==> config.mk <==
export PLATFORM = sky130hd
export DESIGN_NAME = asq_top
export DESIGN_NICKNAME = d
export VERILOG_FILES = /design/src/hdl/asq_pkg.sv /design/src/hdl/asq_pipe_if.sv /design/src/hdl/asq_pipe.sv /design/src/hdl/asq_top.sv
export VERILOG_INCLUDE_DIRS = /design/src /design/src/hdl
export SDC_FILE = /design/constraint.sdc
export NUM_CORES = 1
export LEC_CHECK = 0
export ABC_AREA = 1
export BUFFER_PORTS_ARGS = -buffer_cell sky130_fd_sc_hd__buf_2
export CORE_MARGIN = 2
export CORE_UTILIZATION = 35
export DETAILED_ROUTE_END_ITERATION = 10
export SLEW_MARGIN = 20
export SYNTH_ARGS = -nofsm -noshare
export SYNTH_HDL_FRONTEND = slang
export SYNTH_SLANG_ARGS = --single-unit
==> constraint.sdc <==
create_clock -name pclk -period 2.1 [get_ports pclk]
set_clock_uncertainty 0.1 [all_clocks]
set_input_delay 0.42 -clock pclk [delete_from_list [all_inputs] [get_ports pclk]]
set_output_delay 0.42 -clock pclk [all_outputs]
set_load 0.005 [all_outputs]
==> src/hdl/asq_defines.svh <==
// Offsets, field positions, reset values and timing counts of the simultaneous-sample sequencer.
// What this block does
// - With the arrangement bit set, convert one group A and one group B channel per pulse.
// - Software picks any matching pair from the first through the eighth and converts it.
// - A conversion starts on a PWM event, a software write or the external start pin.
// - Interrupt flags set a few system clocks after the result update, never before.
// - Both channels of the pair are captured together at the sample/hold falling edge.
// - Sample/hold width is one plus the four-bit acquisition field, in converter clocks.
// - Sampling begins two and a half converter clocks after the trigger.
// - First A result lands four converter clocks after sampling, B after five.
// - Following results arrive every three plus acquisition field converter clocks, or two plus it with the arrangement bit clear.
// - Each conversion yields a 12-bit code through an eight-stage pipeline for group A and a ten-stage one for group B.
// - With the arrangement bit clear, one selected channel converts per pulse.
`ifndef ASQ_DEFINES_SVH
`define ASQ_DEFINES_SVH

// Clock rates and converter timing.
`define ASQ_CLK_PERIOD_NS   4
`define ASQ_CONV_PERIOD_NS  40
`define ASQ_CONV_HALF_CYC   ((`ASQ_CONV_PERIOD_NS / 2) / `ASQ_CLK_PERIOD_NS)
`define ASQ_TRIG_DELAY_HALF 5
`define ASQ_LAT_A_CC        4
`define ASQ_LAT_B_CC        5
`define ASQ_GAP_SIM_CC      2
`define ASQ_GAP_SEQ_CC      1
`define ASQ_IRQ_LAG         2
`define ASQ_CODE_W          12

// Register byte offsets.
`define ASQ_OFF_CTRL   8'h00
`define ASQ_OFF_SWTRIG 8'h04
`define ASQ_OFF_STATUS 8'h08
`define ASQ_OFF_MASK   8'h0c
`define ASQ_OFF_RES_A  8'h10
`define ASQ_OFF_RES_B  8'h14

// Control fields.
`define ASQ_CTRL_SAMP_ARR 0
`define ASQ_CTRL_CHAN_LO 1
`define ASQ_CTRL_ACQ_LO  8
`define ASQ_CTRL_CONT    16
`define ASQ_CTRL_PWM_EN  17
`define ASQ_CTRL_EXT_EN  18
`define ASQ_CTRL_WMASK   32'h0007_0f1f
`define ASQ_CTRL_RESET   32'h0000_0000

// Status and mask fields.
`define ASQ_ST_A       0
`define ASQ_ST_B       1
`define ASQ_ST_BUSY    8
`define ASQ_MASK_RESET 2'h0

`endif

==> src/hdl/asq_pkg.sv <==
// Types shared by the sequencer modules.
package asq_pkg;

  typedef enum logic [3:0] {
    ASQ_IDLE  = 4'h1,
    ASQ_DELAY = 4'h2,
    ASQ_HOLD  = 4'h4,
    ASQ_GAP   = 4'h8
  } asq_state_e;

  typedef logic [11:0] asq_code_t;

endpackage : asq_pkg

==> src/hdl/asq_pipe_if.sv <==
// Connection between the sequencer and one conversion pipeline.
interface asq_pipe_if #(parameter int WIDTH = 12);
  logic             adv;
  logic             load;
  logic [WIDTH-1:0] din;
  logic [WIDTH-1:0] dout;
  logic             vld;
  logic             busy;

  modport feed (output adv, output load, output din, input dout, input vld, input busy);
  modport pipe (input adv, input load, input din, output dout, output vld, output busy);
endinterface : asq_pipe_if

==> src/hdl/asq_pipe.sv <==
// Conversion pipeline that delivers a captured code a fixed number of half converter clocks later.
module asq_pipe #(
  parameter int WIDTH = 12,
  parameter int DEPTH = 8
) (
  // Clock and reset.
  input  wire logic pclk,
  input  wire logic presetn,
  // Sequencer side.
  asq_pipe_if.pipe  pif
);

  logic [WIDTH-1:0] data_r   [DEPTH];
  logic [WIDTH-1:0] data_nxt [DEPTH];
  logic [DEPTH-1:0] vld_r;
  logic [DEPTH-1:0] vld_nxt;

  // Stages advance only on the half-clock enable, so latency is counted in converter time.
  always_comb
  begin
    data_nxt = data_r;
    vld_nxt  = vld_r;
    if (pif.adv)
    begin
      data_nxt[0] = pif.din;
      vld_nxt[0]  = pif.load;
      for (int i = 1; i < DEPTH; i++)
      begin
        data_nxt[i] = data_r[i-1];
        vld_nxt[i]  = vld_r[i-1];
      end
    end
  end

  always_ff @(posedge pclk or negedge presetn)
  begin
    if (!presetn)
    begin
      vld_r <= '0;
      for (int i = 0; i < DEPTH; i++)
      begin
        data_r[i] <= '0;
      end
    end
    else
    begin
      vld_r  <= vld_nxt;
      data_r <= data_nxt;
    end
  end

  assign pif.dout = data_r[DEPTH-1];
  assign pif.vld  = pif.adv & vld_r[DEPTH-1];
  assign pif.busy = |vld_r;

endmodule : asq_pipe

==> src/hdl/asq_top.sv <==
// Sample/hold sequencer with APB registers, two conversion pipelines and an interrupt.
`include "asq_defines.svh"

module asq_top #(
  parameter int CONV_HALF = `ASQ_CONV_HALF_CYC,
  parameter int IRQ_LAG   = `ASQ_IRQ_LAG
) (
  // Clock and reset.
  input  wire logic        pclk,
  input  wire logic        presetn,
  // APB slave.
  input  wire logic        psel,
  input  wire logic        penable,
  input  wire logic        pwrite,
  input  wire logic [7:0]  paddr,
  input  wire logic [31:0] pwdata,
  output logic      [31:0] prdata,
  output logic             pready,
  output logic             pslverr,
  // Start sources.
  input  wire logic        pwm_event_source,
  input  wire logic        external_convert_start,
  // Analog front end.
  input  wire logic [11:0] samp_a_code,
  input  wire logic [11:0] samp_b_code,
  output logic             sh_pulse,
  output logic [3:0]       chan_a_sel,
  output logic [3:0]       chan_b_sel,
  output logic             converter_clock,
  // Interrupt.
  output logic             irq
);

  localparam int DIVW = 4;
  localparam logic [DIVW-1:0] HALF_LAST = DIVW'(CONV_HALF - 1);
  localparam logic [5:0] DELAY_LAST = 6'(`ASQ_TRIG_DELAY_HALF - 1);
  localparam logic [5:0] GAP_SIM_LAST = 6'(2 * `ASQ_GAP_SIM_CC - 1);
  localparam logic [5:0] GAP_SEQ_LAST = 6'(2 * `ASQ_GAP_SEQ_CC - 1);

  // APB decode.
  logic wr_en;
  logic rd_setup;
  logic rd_access;
  logic addr_hit;

  // Registers seen by software.
  logic [31:0] ctrl_r;
  logic [31:0] ctrl_nxt;
  logic [1:0]  mask_r;
  logic [1:0]  mask_nxt;
  logic [1:0]  st_r;
  logic [1:0]  st_nxt;
  logic [31:0] prdata_r;
  logic [31:0] prdata_nxt;
  asq_pkg::asq_code_t res_a_r;
  asq_pkg::asq_code_t res_a_nxt;
  asq_pkg::asq_code_t res_b_r;
  asq_pkg::asq_code_t res_b_nxt;

  // Control fields.
  logic       sampling_arrangement_bit;
  logic [3:0] chan;
  logic [3:0] acq;
  logic       cont;

  // Converter clock divider.
  logic [DIVW-1:0] div_r;
  logic [DIVW-1:0] div_nxt;
  logic            cclk_r;
  logic            cclk_nxt;
  logic            half_tick;

  // Start synchronisers.
  logic ext_meta_r;
  logic ext_sync_r;
  logic ext_prev_r;
  logic ext_rise;
  logic sw_trig;
  logic trig_any;
  logic trig_go;

  // Front end codes pass two flops before capture.
  asq_pkg::asq_code_t a_meta_r;
  asq_pkg::asq_code_t a_sync_r;
  asq_pkg::asq_code_t b_meta_r;
  asq_pkg::asq_code_t b_sync_r;

  // Sequencer.
  asq_pkg::asq_state_e state_r;
  asq_pkg::asq_state_e state_nxt;
  logic [5:0] cnt_r;
  logic [5:0] cnt_nxt;
  logic       sh_r;
  logic       sh_nxt;
  logic       capture;
  logic [5:0] hold_last;
  logic [5:0] gap_last;

  // Interrupt lag lines.
  logic [IRQ_LAG-1:0] lag_a_r;
  logic [IRQ_LAG-1:0] lag_a_nxt;
  logic [IRQ_LAG-1:0] lag_b_r;
  logic [IRQ_LAG-1:0] lag_b_nxt;
  logic [1:0]         st_set;
  logic [1:0]         st_clr;

  asq_pipe_if #(.WIDTH(`ASQ_CODE_W)) pa_if ();
  asq_pipe_if #(.WIDTH(`ASQ_CODE_W)) pb_if ();

  assign sampling_arrangement_bit = ctrl_r[`ASQ_CTRL_SAMP_ARR];
  assign chan  = ctrl_r[`ASQ_CTRL_CHAN_LO +: 4];
  assign acq   = ctrl_r[`ASQ_CTRL_ACQ_LO +: 4];
  assign cont  = ctrl_r[`ASQ_CTRL_CONT];

  assign wr_en     = psel & penable & pwrite;
  assign rd_setup  = psel & ~penable & ~pwrite;
  assign rd_access = psel & penable & ~pwrite;

  always_comb
  begin
    unique case (paddr)
      `ASQ_OFF_CTRL,
      `ASQ_OFF_SWTRIG,
      `ASQ_OFF_STATUS,
      `ASQ_OFF_MASK,
      `ASQ_OFF_RES_A,
      `ASQ_OFF_RES_B: addr_hit = 1'b1;
      default:        addr_hit = 1'b0;
    endcase
  end

  // Converter clock divider; restarting it on a trigger fixes the phase of the start delay.
  assign half_tick = (div_r == HALF_LAST);

  always_comb
  begin
    div_nxt  = div_r + DIVW'(1);
    cclk_nxt = cclk_r;
    if (trig_go)
    begin
      div_nxt  = '0;
      cclk_nxt = 1'b0;
    end
    else if (half_tick)
    begin
      div_nxt  = '0;
      cclk_nxt = ~cclk_r;
    end
  end

  always_ff @(posedge pclk or negedge presetn)
  begin
    if (!presetn)
    begin
      div_r  <= '0;
      cclk_r <= 1'b0;
    end
    else
    begin
      div_r  <= div_nxt;
      cclk_r <= cclk_nxt;
    end
  end

  // Start sources; the pin is synchronised and edge detected on the second flop only.
  assign ext_rise = ext_sync_r & ~ext_prev_r;
  assign sw_trig  = wr_en & (paddr == `ASQ_OFF_SWTRIG) & pwdata[0];
  assign trig_any = sw_trig | (ctrl_r[`ASQ_CTRL_PWM_EN] & pwm_event_source) |
                    (ctrl_r[`ASQ_CTRL_EXT_EN] & ext_rise);
  // A start while results are still in flight would shift their latency, so it is dropped.
  assign trig_go  = trig_any & (state_r == asq_pkg::ASQ_IDLE) & ~pa_if.busy & ~pb_if.busy;

  always_ff @(posedge pclk or negedge presetn)
  begin
    if (!presetn)
    begin
      ext_meta_r <= 1'b0;
      ext_sync_r <= 1'b0;
      ext_prev_r <= 1'b0;
      a_meta_r   <= '0;
      a_sync_r   <= '0;
      b_meta_r   <= '0;
      b_sync_r   <= '0;
    end
    else
    begin
      ext_meta_r <= external_convert_start;
      ext_sync_r <= ext_meta_r;
      ext_prev_r <= ext_sync_r;
      a_meta_r   <= samp_a_code;
      a_sync_r   <= a_meta_r;
      b_meta_r   <= samp_b_code;
      b_sync_r   <= b_meta_r;
    end
  end

  // Counts run in half converter clocks so that the two-and-a-half clock delay is exact.
  assign hold_last = {1'b0, acq, 1'b1};
  assign gap_last  = sampling_arrangement_bit ? GAP_SIM_LAST : GAP_SEQ_LAST;

  always_comb
  begin
    state_nxt = state_r;
    cnt_nxt   = cnt_r;
    capture   = 1'b0;
    unique case (state_r)
      asq_pkg::ASQ_IDLE:
      begin
        if (trig_go)
        begin
          state_nxt = asq_pkg::ASQ_DELAY;
          cnt_nxt   = DELAY_LAST;
        end
      end
      asq_pkg::ASQ_DELAY:
      begin
        if (half_tick)
        begin
          if (cnt_r == 6'h00)
          begin
            state_nxt = asq_pkg::ASQ_HOLD;
            cnt_nxt   = hold_last;
          end
          else
          begin
            cnt_nxt = cnt_r - 6'h01;
          end
        end
      end
      asq_pkg::ASQ_HOLD:
      begin
        if (half_tick)
        begin
          if (cnt_r == 6'h00)
          begin
            capture   = 1'b1;
            state_nxt = asq_pkg::ASQ_GAP;
            cnt_nxt   = gap_last;
          end
          else
          begin
            cnt_nxt = cnt_r - 6'h01;
          end
        end
      end
      asq_pkg::ASQ_GAP:
      begin
        if (half_tick)
        begin
          if (cnt_r == 6'h00)
          begin
            // Clearing the continuous bit ends the run after the pulse in progress.
            state_nxt = cont ? asq_pkg::ASQ_HOLD : asq_pkg::ASQ_IDLE;
            cnt_nxt   = hold_last;
          end
          else
          begin
            cnt_nxt = cnt_r - 6'h01;
          end
        end
      end
      default:
      begin
        state_nxt = asq_pkg::ASQ_IDLE;
        cnt_nxt   = 6'h00;
      end
    endcase
    sh_nxt = (state_nxt == asq_pkg::ASQ_HOLD);
  end

  always_ff @(posedge pclk or negedge presetn)
  begin
    if (!presetn)
    begin
      state_r <= asq_pkg::ASQ_IDLE;
      cnt_r   <= 6'h00;
      sh_r    <= 1'b0;
    end
    else
    begin
      state_r <= state_nxt;
      cnt_r   <= cnt_nxt;
      sh_r    <= sh_nxt;
    end
  end

  // Pipelines: group A always converts, group B only in simultaneous mode.
  assign pa_if.adv  = half_tick;
  assign pa_if.load = capture;
  assign pa_if.din  = a_sync_r;
  assign pb_if.adv  = half_tick;
  assign pb_if.load = capture & sampling_arrangement_bit;
  assign pb_if.din  = b_sync_r;

  asq_pipe #(.WIDTH(`ASQ_CODE_W), .DEPTH(2 * `ASQ_LAT_A_CC)) u_pipe_a (
    .pclk    (pclk),
    .presetn (presetn),
    .pif     (pa_if.pipe)
  );

  asq_pipe #(.WIDTH(`ASQ_CODE_W), .DEPTH(2 * `ASQ_LAT_B_CC)) u_pipe_b (
    .pclk    (pclk),
    .presetn (presetn),
    .pif     (pb_if.pipe)
  );

  // Results and interrupt flags; each flag trails its result write by a fixed lag.
  assign st_set = {lag_b_r[IRQ_LAG-1], lag_a_r[IRQ_LAG-1]};
  // Only the flags latched for the reader are cleared, so one set after the setup cycle is not lost.
  assign st_clr = {2{rd_access & (paddr == `ASQ_OFF_STATUS)}} & prdata_r[1:0];

  always_comb
  begin
    res_a_nxt = pa_if.vld ? pa_if.dout : res_a_r;
    res_b_nxt = pb_if.vld ? pb_if.dout : res_b_r;
    lag_a_nxt = IRQ_LAG'({lag_a_r, pa_if.vld});
    lag_b_nxt = IRQ_LAG'({lag_b_r, pb_if.vld});
    // A flag set in the same cycle as a clearing read survives.
    st_nxt    = (st_r & ~st_clr) | st_set;
  end

  always_ff @(posedge pclk or negedge presetn)
  begin
    if (!presetn)
    begin
      res_a_r <= '0;
      res_b_r <= '0;
      lag_a_r <= '0;
      lag_b_r <= '0;
      st_r    <= 2'h0;
    end
    else
    begin
      res_a_r <= res_a_nxt;
      res_b_r <= res_b_nxt;
      lag_a_r <= lag_a_nxt;
      lag_b_r <= lag_b_nxt;
      st_r    <= st_nxt;
    end
  end

  // Software registers; read data is latched in the setup cycle, which keeps pready high.
  always_comb
  begin
    ctrl_nxt   = ctrl_r;
    mask_nxt   = mask_r;
    prdata_nxt = prdata_r;
    if (wr_en && paddr == `ASQ_OFF_CTRL)
    begin
      ctrl_nxt = pwdata & `ASQ_CTRL_WMASK;
    end
    if (wr_en && paddr == `ASQ_OFF_MASK)
    begin
      mask_nxt = pwdata[1:0];
    end
    if (rd_setup)
    begin
      prdata_nxt = 32'h0000_0000;
      unique case (paddr)
        `ASQ_OFF_CTRL:   prdata_nxt = ctrl_r;
        `ASQ_OFF_STATUS:
        begin
          prdata_nxt[1:0]          = st_r;
          prdata_nxt[`ASQ_ST_BUSY] = (state_r != asq_pkg::ASQ_IDLE) | pa_if.busy | pb_if.busy;
        end
        `ASQ_OFF_MASK:   prdata_nxt[1:0] = mask_r;
        `ASQ_OFF_RES_A:  prdata_nxt[11:0] = res_a_r;
        `ASQ_OFF_RES_B:  prdata_nxt[11:0] = res_b_r;
        default:         prdata_nxt = 32'h0000_0000;
      endcase
    end
  end

  always_ff @(posedge pclk or negedge presetn)
  begin
    if (!presetn)
    begin
      ctrl_r   <= `ASQ_CTRL_RESET;
      mask_r   <= `ASQ_MASK_RESET;
      prdata_r <= 32'h0000_0000;
    end
    else
    begin
      ctrl_r   <= ctrl_nxt;
      mask_r   <= mask_nxt;
      prdata_r <= prdata_nxt;
    end
  end

  // Outputs.
  assign prdata          = prdata_r;
  assign pready          = 1'b1;
  assign pslverr         = psel & penable & ~addr_hit;
  assign sh_pulse        = sh_r;
  assign converter_clock = cclk_r;
  // In simultaneous mode the pair index is the low three bits; group B shares it.
  assign chan_a_sel      = sampling_arrangement_bit ? {1'b0, chan[2:0]} : chan;
  assign chan_b_sel      = {1'b0, chan[2:0]};
  assign irq             = |(st_r & mask_r);

endmodule : asq_top

# Word-level counts from Yosys, hierarchy flattened
# Cells that the tools add are included.
word_totals:
  out_inout_bits: 45
  elab_cells: 132
  reg_bits: 377
  in_bits: 71
op_classes:
  n_bitwise: 34
  eq_ne: 15
  mux: 30
  addsub: 2
  reduce_logical: 11
ops:
  columns: ["operator", "count"]
  rows:
  - ["$mux W4", 10]
  - ["$pmux W6 S3", 2]
  - ["$mux W6", 5]
  - ["$and A1 B1 Y1", 18]
  - ["$eq A8 B4 Y1 const B", 2]
  - ["$eq A8 B5 Y1 const B", 2]
  - ["$pmux W4 S4", 1]
  - ["$eq A4 B3 Y1 const B", 3]
  - ["$pmux W2 S5", 1]
  - ["$reduce_or A10 Y1", 1]
  - ["$pmux W3 S3", 1]
  - ["$eq A8 B3 Y1 const B", 1]
  - ["$logic_not A8 Y1", 1]
  - ["$reduce_or A8 Y1", 1]
  - ["$mux W7", 1]
  - ["$not A1 Y1", 7]
  - ["$and A2 B2 Y2", 3]
  - ["$logic_not A6 Y1", 1]
  - ["$mux W1", 6]
  - ["$reduce_or A6 Y1", 1]
  - ["$sub A6 B1 Y6 const B", 1]
  - ["$add A4 B1 Y4 const B", 1]
  - ["$eq A4 B1 Y1 const B", 1]
  - ["$eq A4 B2 Y1 const B", 1]
  - ["14 further kinds", 20]

# Longest topological paths before layout
logic_depth:
  word_depth: 12
  mapped_depth: 11
  ltp_nobuf: 11

# Hierarchy
# From an unflattened synthesis, not the netlist that was laid out.
hier_totals:
  hier_cells: 1426
  area_unflattened_um2: 14268.7
by_module_without_submodules:
  columns: ["mod", "n_inst", "cells_per_inst", "seq_area_each_um2", "area_each_um2"]
  rows:
  - ["asq_pipe at u_pipe_b", 1, 509, 3253.1, 5157.4]
  - ["asq_top", 1, 505, 3154.3, 5082.4]
  - ["asq_pipe at u_pipe_a", 1, 412, 2602.5, 4028.9]

# Least setup slack after synthesis
# No wires, ideal clock.
synth_timing:
  path_type: "input to output"
  start: "input port paddr[2]"
  end: "output port pslverr"
  t_arrival_ns: 1.191
  setup_slack_ns: 0.389
  stages: 7
  path_buffers: 0
  required_time_ns: 1.580
  path_cell_list: "inv_1 > nor2_1 > nand2_1 > inv_1 > nand2_1 > inv_1 > nor4_1"
synth_between:
  elab_chain_len: 5
  elab_cells_between_ends: 10
  cone_classes: "eq/ne: 5; mux: 1; bitwise: 2; reduce/logical: 2"
synth_rtl:
  columns: ["item", "line_no", "text"]
  rows:
  - ["start: declaration", "asq_top.sv:15", "input wire logic [7:0] paddr,"]
  - ["$eq A8 B3 Y1, or another cell as far along", "asq_top.sv:121", "unique case (paddr)"]
  - ["$reduce_or A6 Y1 (*)", "asq_top.sv:121", null]
  - ["$mux W1 (*)", "asq_top.sv:121", null]
  - ["$not A1 Y1 (*)", "asq_top.sv:393", "assign pslverr = psel & penable & ~addr_hit;"]
  - ["$and A1 B1 Y1 (*)", "asq_top.sv:393", null]
  - ["end: declaration", "asq_top.sv:19", "output logic pslverr,"]
# Mark *: on every way between the ends. The rest lies on a longest branch, timed or not.

# Worst setup path after layout
# Same ends and word-level chain as after synthesis.

==> out/qor.csv <==
stage,metric,value,unit
yosys,adder-cell share of the synthesized area,0.271,%
setup_path,Startpoint Class,input port,
yosys,post-synthesis compound-gate area fraction,4.53,%
clocking,cts bufs inserted,39,
yosys,"Avg Cell Area, Syn",9.19,um2
final_layout,layout cells sized above 1,10.5,%
die,starting density of the core,35.6,%
clocking,CTS tree,built,
global_route,GRT Total Usage,12.3,%
yosys,"area leader, netlist",dfrtp_1,
yosys,mux contribution to synthesized area,0.244,%
yosys,Post-Synth Simple-Gate Area,23.5,%
setup_path,Crit Path Class,input port to output port,
yosys,number of enable flip-flop cells after synthesis,0,
die,die area,41100,um2
yosys,ys async rst share,100,%
pwr,Max IR drop VDD,533,uV
yosys,main combinational cell family by area after synthesis,simple AND/OR/NAND/NOR gates,
final_layout,synthesis-to-layout area growth,17.9,%
final_layout,Final nets,1682,
timing,setup ws final,0.138,ns
global_route,global-route wire length before repair,42800,um
drt,Residual DRC,0,
die,height of the die,203,um
final_layout,n_diodes,0,
yosys,top post-synthesis cells by area,"dfrtp_1, nand2_1, o21ai_0",
global_route,initial antenna violation count,0,
die,Die X,203,um
clocking,clock sinks,360,
drt,first drt pass iteration count,5,
yosys,XOR/XNOR Fraction of Synth Area,0.253,%
timing,final worst path period share,93.4,%
clocking,H-tree lvl count,2,
final_layout,filler instances,3848,
timing,Fin. Hold Viols,0,
clocking,clk buf depth,3,
setup_path,CP Data Arrival Time,1.44,ns
die,Cell Rows,72,
timing,setup_tns,0,ns
timing,Worst Hold Margin,0.0232,ns
yosys,cell area after synthesis,13800,um2
setup_path,maximum fanout along the worst path,4,
outcome,status,finished clean,
global_route,pin count of the biggest net entering global routing,103,
clocking,root buffer cell,clkbuf_16,
placed_design,Final Wtd Congestion,0.873,
timing,Max-Slew Margin vs Limit,66.5,%
setup_path,Crit. End Element,output port,
drt,vias,9393,
pwr,Pwr per Cell Area,1150,nW/um2
min_path,Hold Path Class,input port to flop,
yosys,Synth top area share,65.0,%
drt,Initial DRC Count,615,
timing,final setup violation count,0,
setup_path,Worst Path Required,1.58,ns
clocking,Worst-path clk slew,0.06,ns
yosys,post-synthesis sequential area ratio,65.2,%
global_route,total gr overflow,0,
placed_design,Place WS,0.106,ns
yosys,ys flop type,dfrtp_1,
timing,fmax,510,MHz
drt,Vias per Instance,4.37,
timing,fin crit period,1.96,ns
die,I/O pin cnt,116,
run,max_cap viols,0,
placed_design,input/output buffers,76,
yosys,library cells used by synthesis,30,
yosys,Mapped Cells,1504,
die,core footprint,38800,um2
clocking,worst skew pair latency,0.54,ns
placed_design,hpwl dp,15200,um
timing,Worst Tran Pin Value,0.499,ns
drt,WL per Instance,11.3,um
drt,Routed WL,24300,um
global_route,vias in the first global route,9042,
timing,final slew viol count,0,
yosys,Yosys warning count,0,
pwr,static leakage,0.00862,uW
yosys,"FF+latch count, synth",360,
drt,number of routed nets with antenna violations,0,
## cells in the mapped netlist, types with 4 or more instances
library cell  count
nand2_1         735
dfrtp_1         359
inv_1            92
o21ai_0          91
nor2_1           48
buf_2            38
nand3_1          38
buf_4            25
clkbuf_1         17
a21oi_1          10
o22ai_1           6
o211ai_1          5
nand2_2           4
nor2_4            4
## layout by cell type, fill, tap and decap left out, types with 3 or more instances in the layout
cell type | synthesis | routed
conb_1 | 2 | 19
clkbuf_16 | 0 | 39
buf_12 | 0 | 9
nand2_2 | 4 | 4
o31ai_1 | 3 | 3
dfrtp_1 | 359 | 359
a21oi_1 | 10 | 10
buf_4 | 25 | 17
bufinv_16 | 0 | 3
o211ai_1 | 5 | 5
inv_1 | 92 | 92
clkbuf_8 | 0 | 6
nor2_4 | 4 | 4
ha_1 | 3 | 3
mux2_2 | 3 | 3
nand2_1 | 735 | 735
o21ai_0 | 91 | 91
buf_2 | 38 | 75
nand4_1 | 3 | 3
nor2_1 | 48 | 48
dlygate4sd3_1 | 0 | 27
nand3_1 | 38 | 38
o22ai_1 | 6 | 6
clkbuf_1 | 17 | 12
## kinds of logic (layout without fill, tap and decap cells)
family,after synthesis,after routing
AND/OR/NAND/NOR,836,836
flip-flops,360,360
multiplexers,3,3
buffers and inverters,178,290
adder cells (fa/ha/maj),3,3
other,2,19
AO/OA/AOI/OAI,118,118
XOR/XNOR,4,4
## worst max-delay path: stages
cell	delay (ns)
buf_2	0.12
inv_1	0.10
nor2_1	0.06
nand2_1	0.09
inv_1	0.08
nand2_1	0.09
inv_1	0.07
nor4_2	0.24
buf_2	0.16
## state kept, by name, summed over array words and instances, names as in the netlist, 4 cells and up
signal             flops
u_pipe_b.vld_r        10
a_meta_r              12
u_pipe_b.data_r      108
u_pipe_b.pif.dout     12
state_r                4
cnt_r                  6
div_r                  4
prdata                15
res_a_r               12
b_meta_r              12
u_pipe_a.pif.dout     12
u_pipe_a.data_r       84
b_sync_r              12
u_pipe_a.vld_r         8
ctrl_r                12
res_b_r               12
a_sync_r              12
## path summary, 6_finish.rpt
kind                       slack (ns)                  start  depth (start not counted)                      to
max                              0.14               paddr[2]                          9                 pslverr
min                              0.02              pwdata[3]                          2   ctrl_r[3]$_DFFE_PN0P_
max reg2reg                      0.18   cnt_r[0]$_DFFE_PN0P_                          9      sh_pulse$_DFF_PN0_
min reg2reg                      0.24  b_meta_r[7]$_DFF_PN0_                          0   b_sync_r[7]$_DFF_PN0_
max in group asynchronous        0.92                presetn                          3  prdata[11]$_DFFE_PN0P_
min in group asynchronous        0.24                presetn                          2   a_meta_r[4]$_DFF_PN0_
## routing by layer
layer  wire length, um  vias up  track usage, %
met5                 0        -               0
met1             11800     4406            17.4
met4               570        0            4.35
li1                  -     4784               -
met2             10800      165            18.9
met3              1090       38            2.46
## final cells by class
cell class / instances / area, um2 / area share [%]
inverters: 95 / 362 / 2.22
flip-flops and latches: 360 / 9010 / 55.2
repair buffers: 129 / 968 / 5.94
clock inverters: 9 / 161 / 0.990
well taps: 518 / 648 / 3.97
clock buffers: 57 / 1100 / 6.77
multi-input cells: 983 / 4060 / 24.9
## metrics by stage
stage | instances | utilization, % | power, uW | area (um2)
final | 2151 | 42.0 | 18800 | 16300
after global routing | 2151 | 42.0 | 20100 | 16300
after CTS | 2151 | 42.0 | 19100 | 16300
after detailed placement | 2058 | 38.0 | 12300 | 14800
after global placement | 2058 | 38.0 | 12100 | 14800
after floorplan | 1521 | - | 11300 | 13900
## power by group
part,switching (uW),total (uW),internal [uW]
sequential,688,9020,8330
combinational,2020,3090,1070
clock,2670,6700,4030
total,5370,18800,13400
## timing repair
action                                 4_1_cts  5_1_grt
hold buffers                                27        0
endpoints found under the hold margin      128        0
setup endpoints to repair                    0        1
gates resized for setup                      0        1
buffers inserted                             0        0
(Power assumes the default switching activity.)
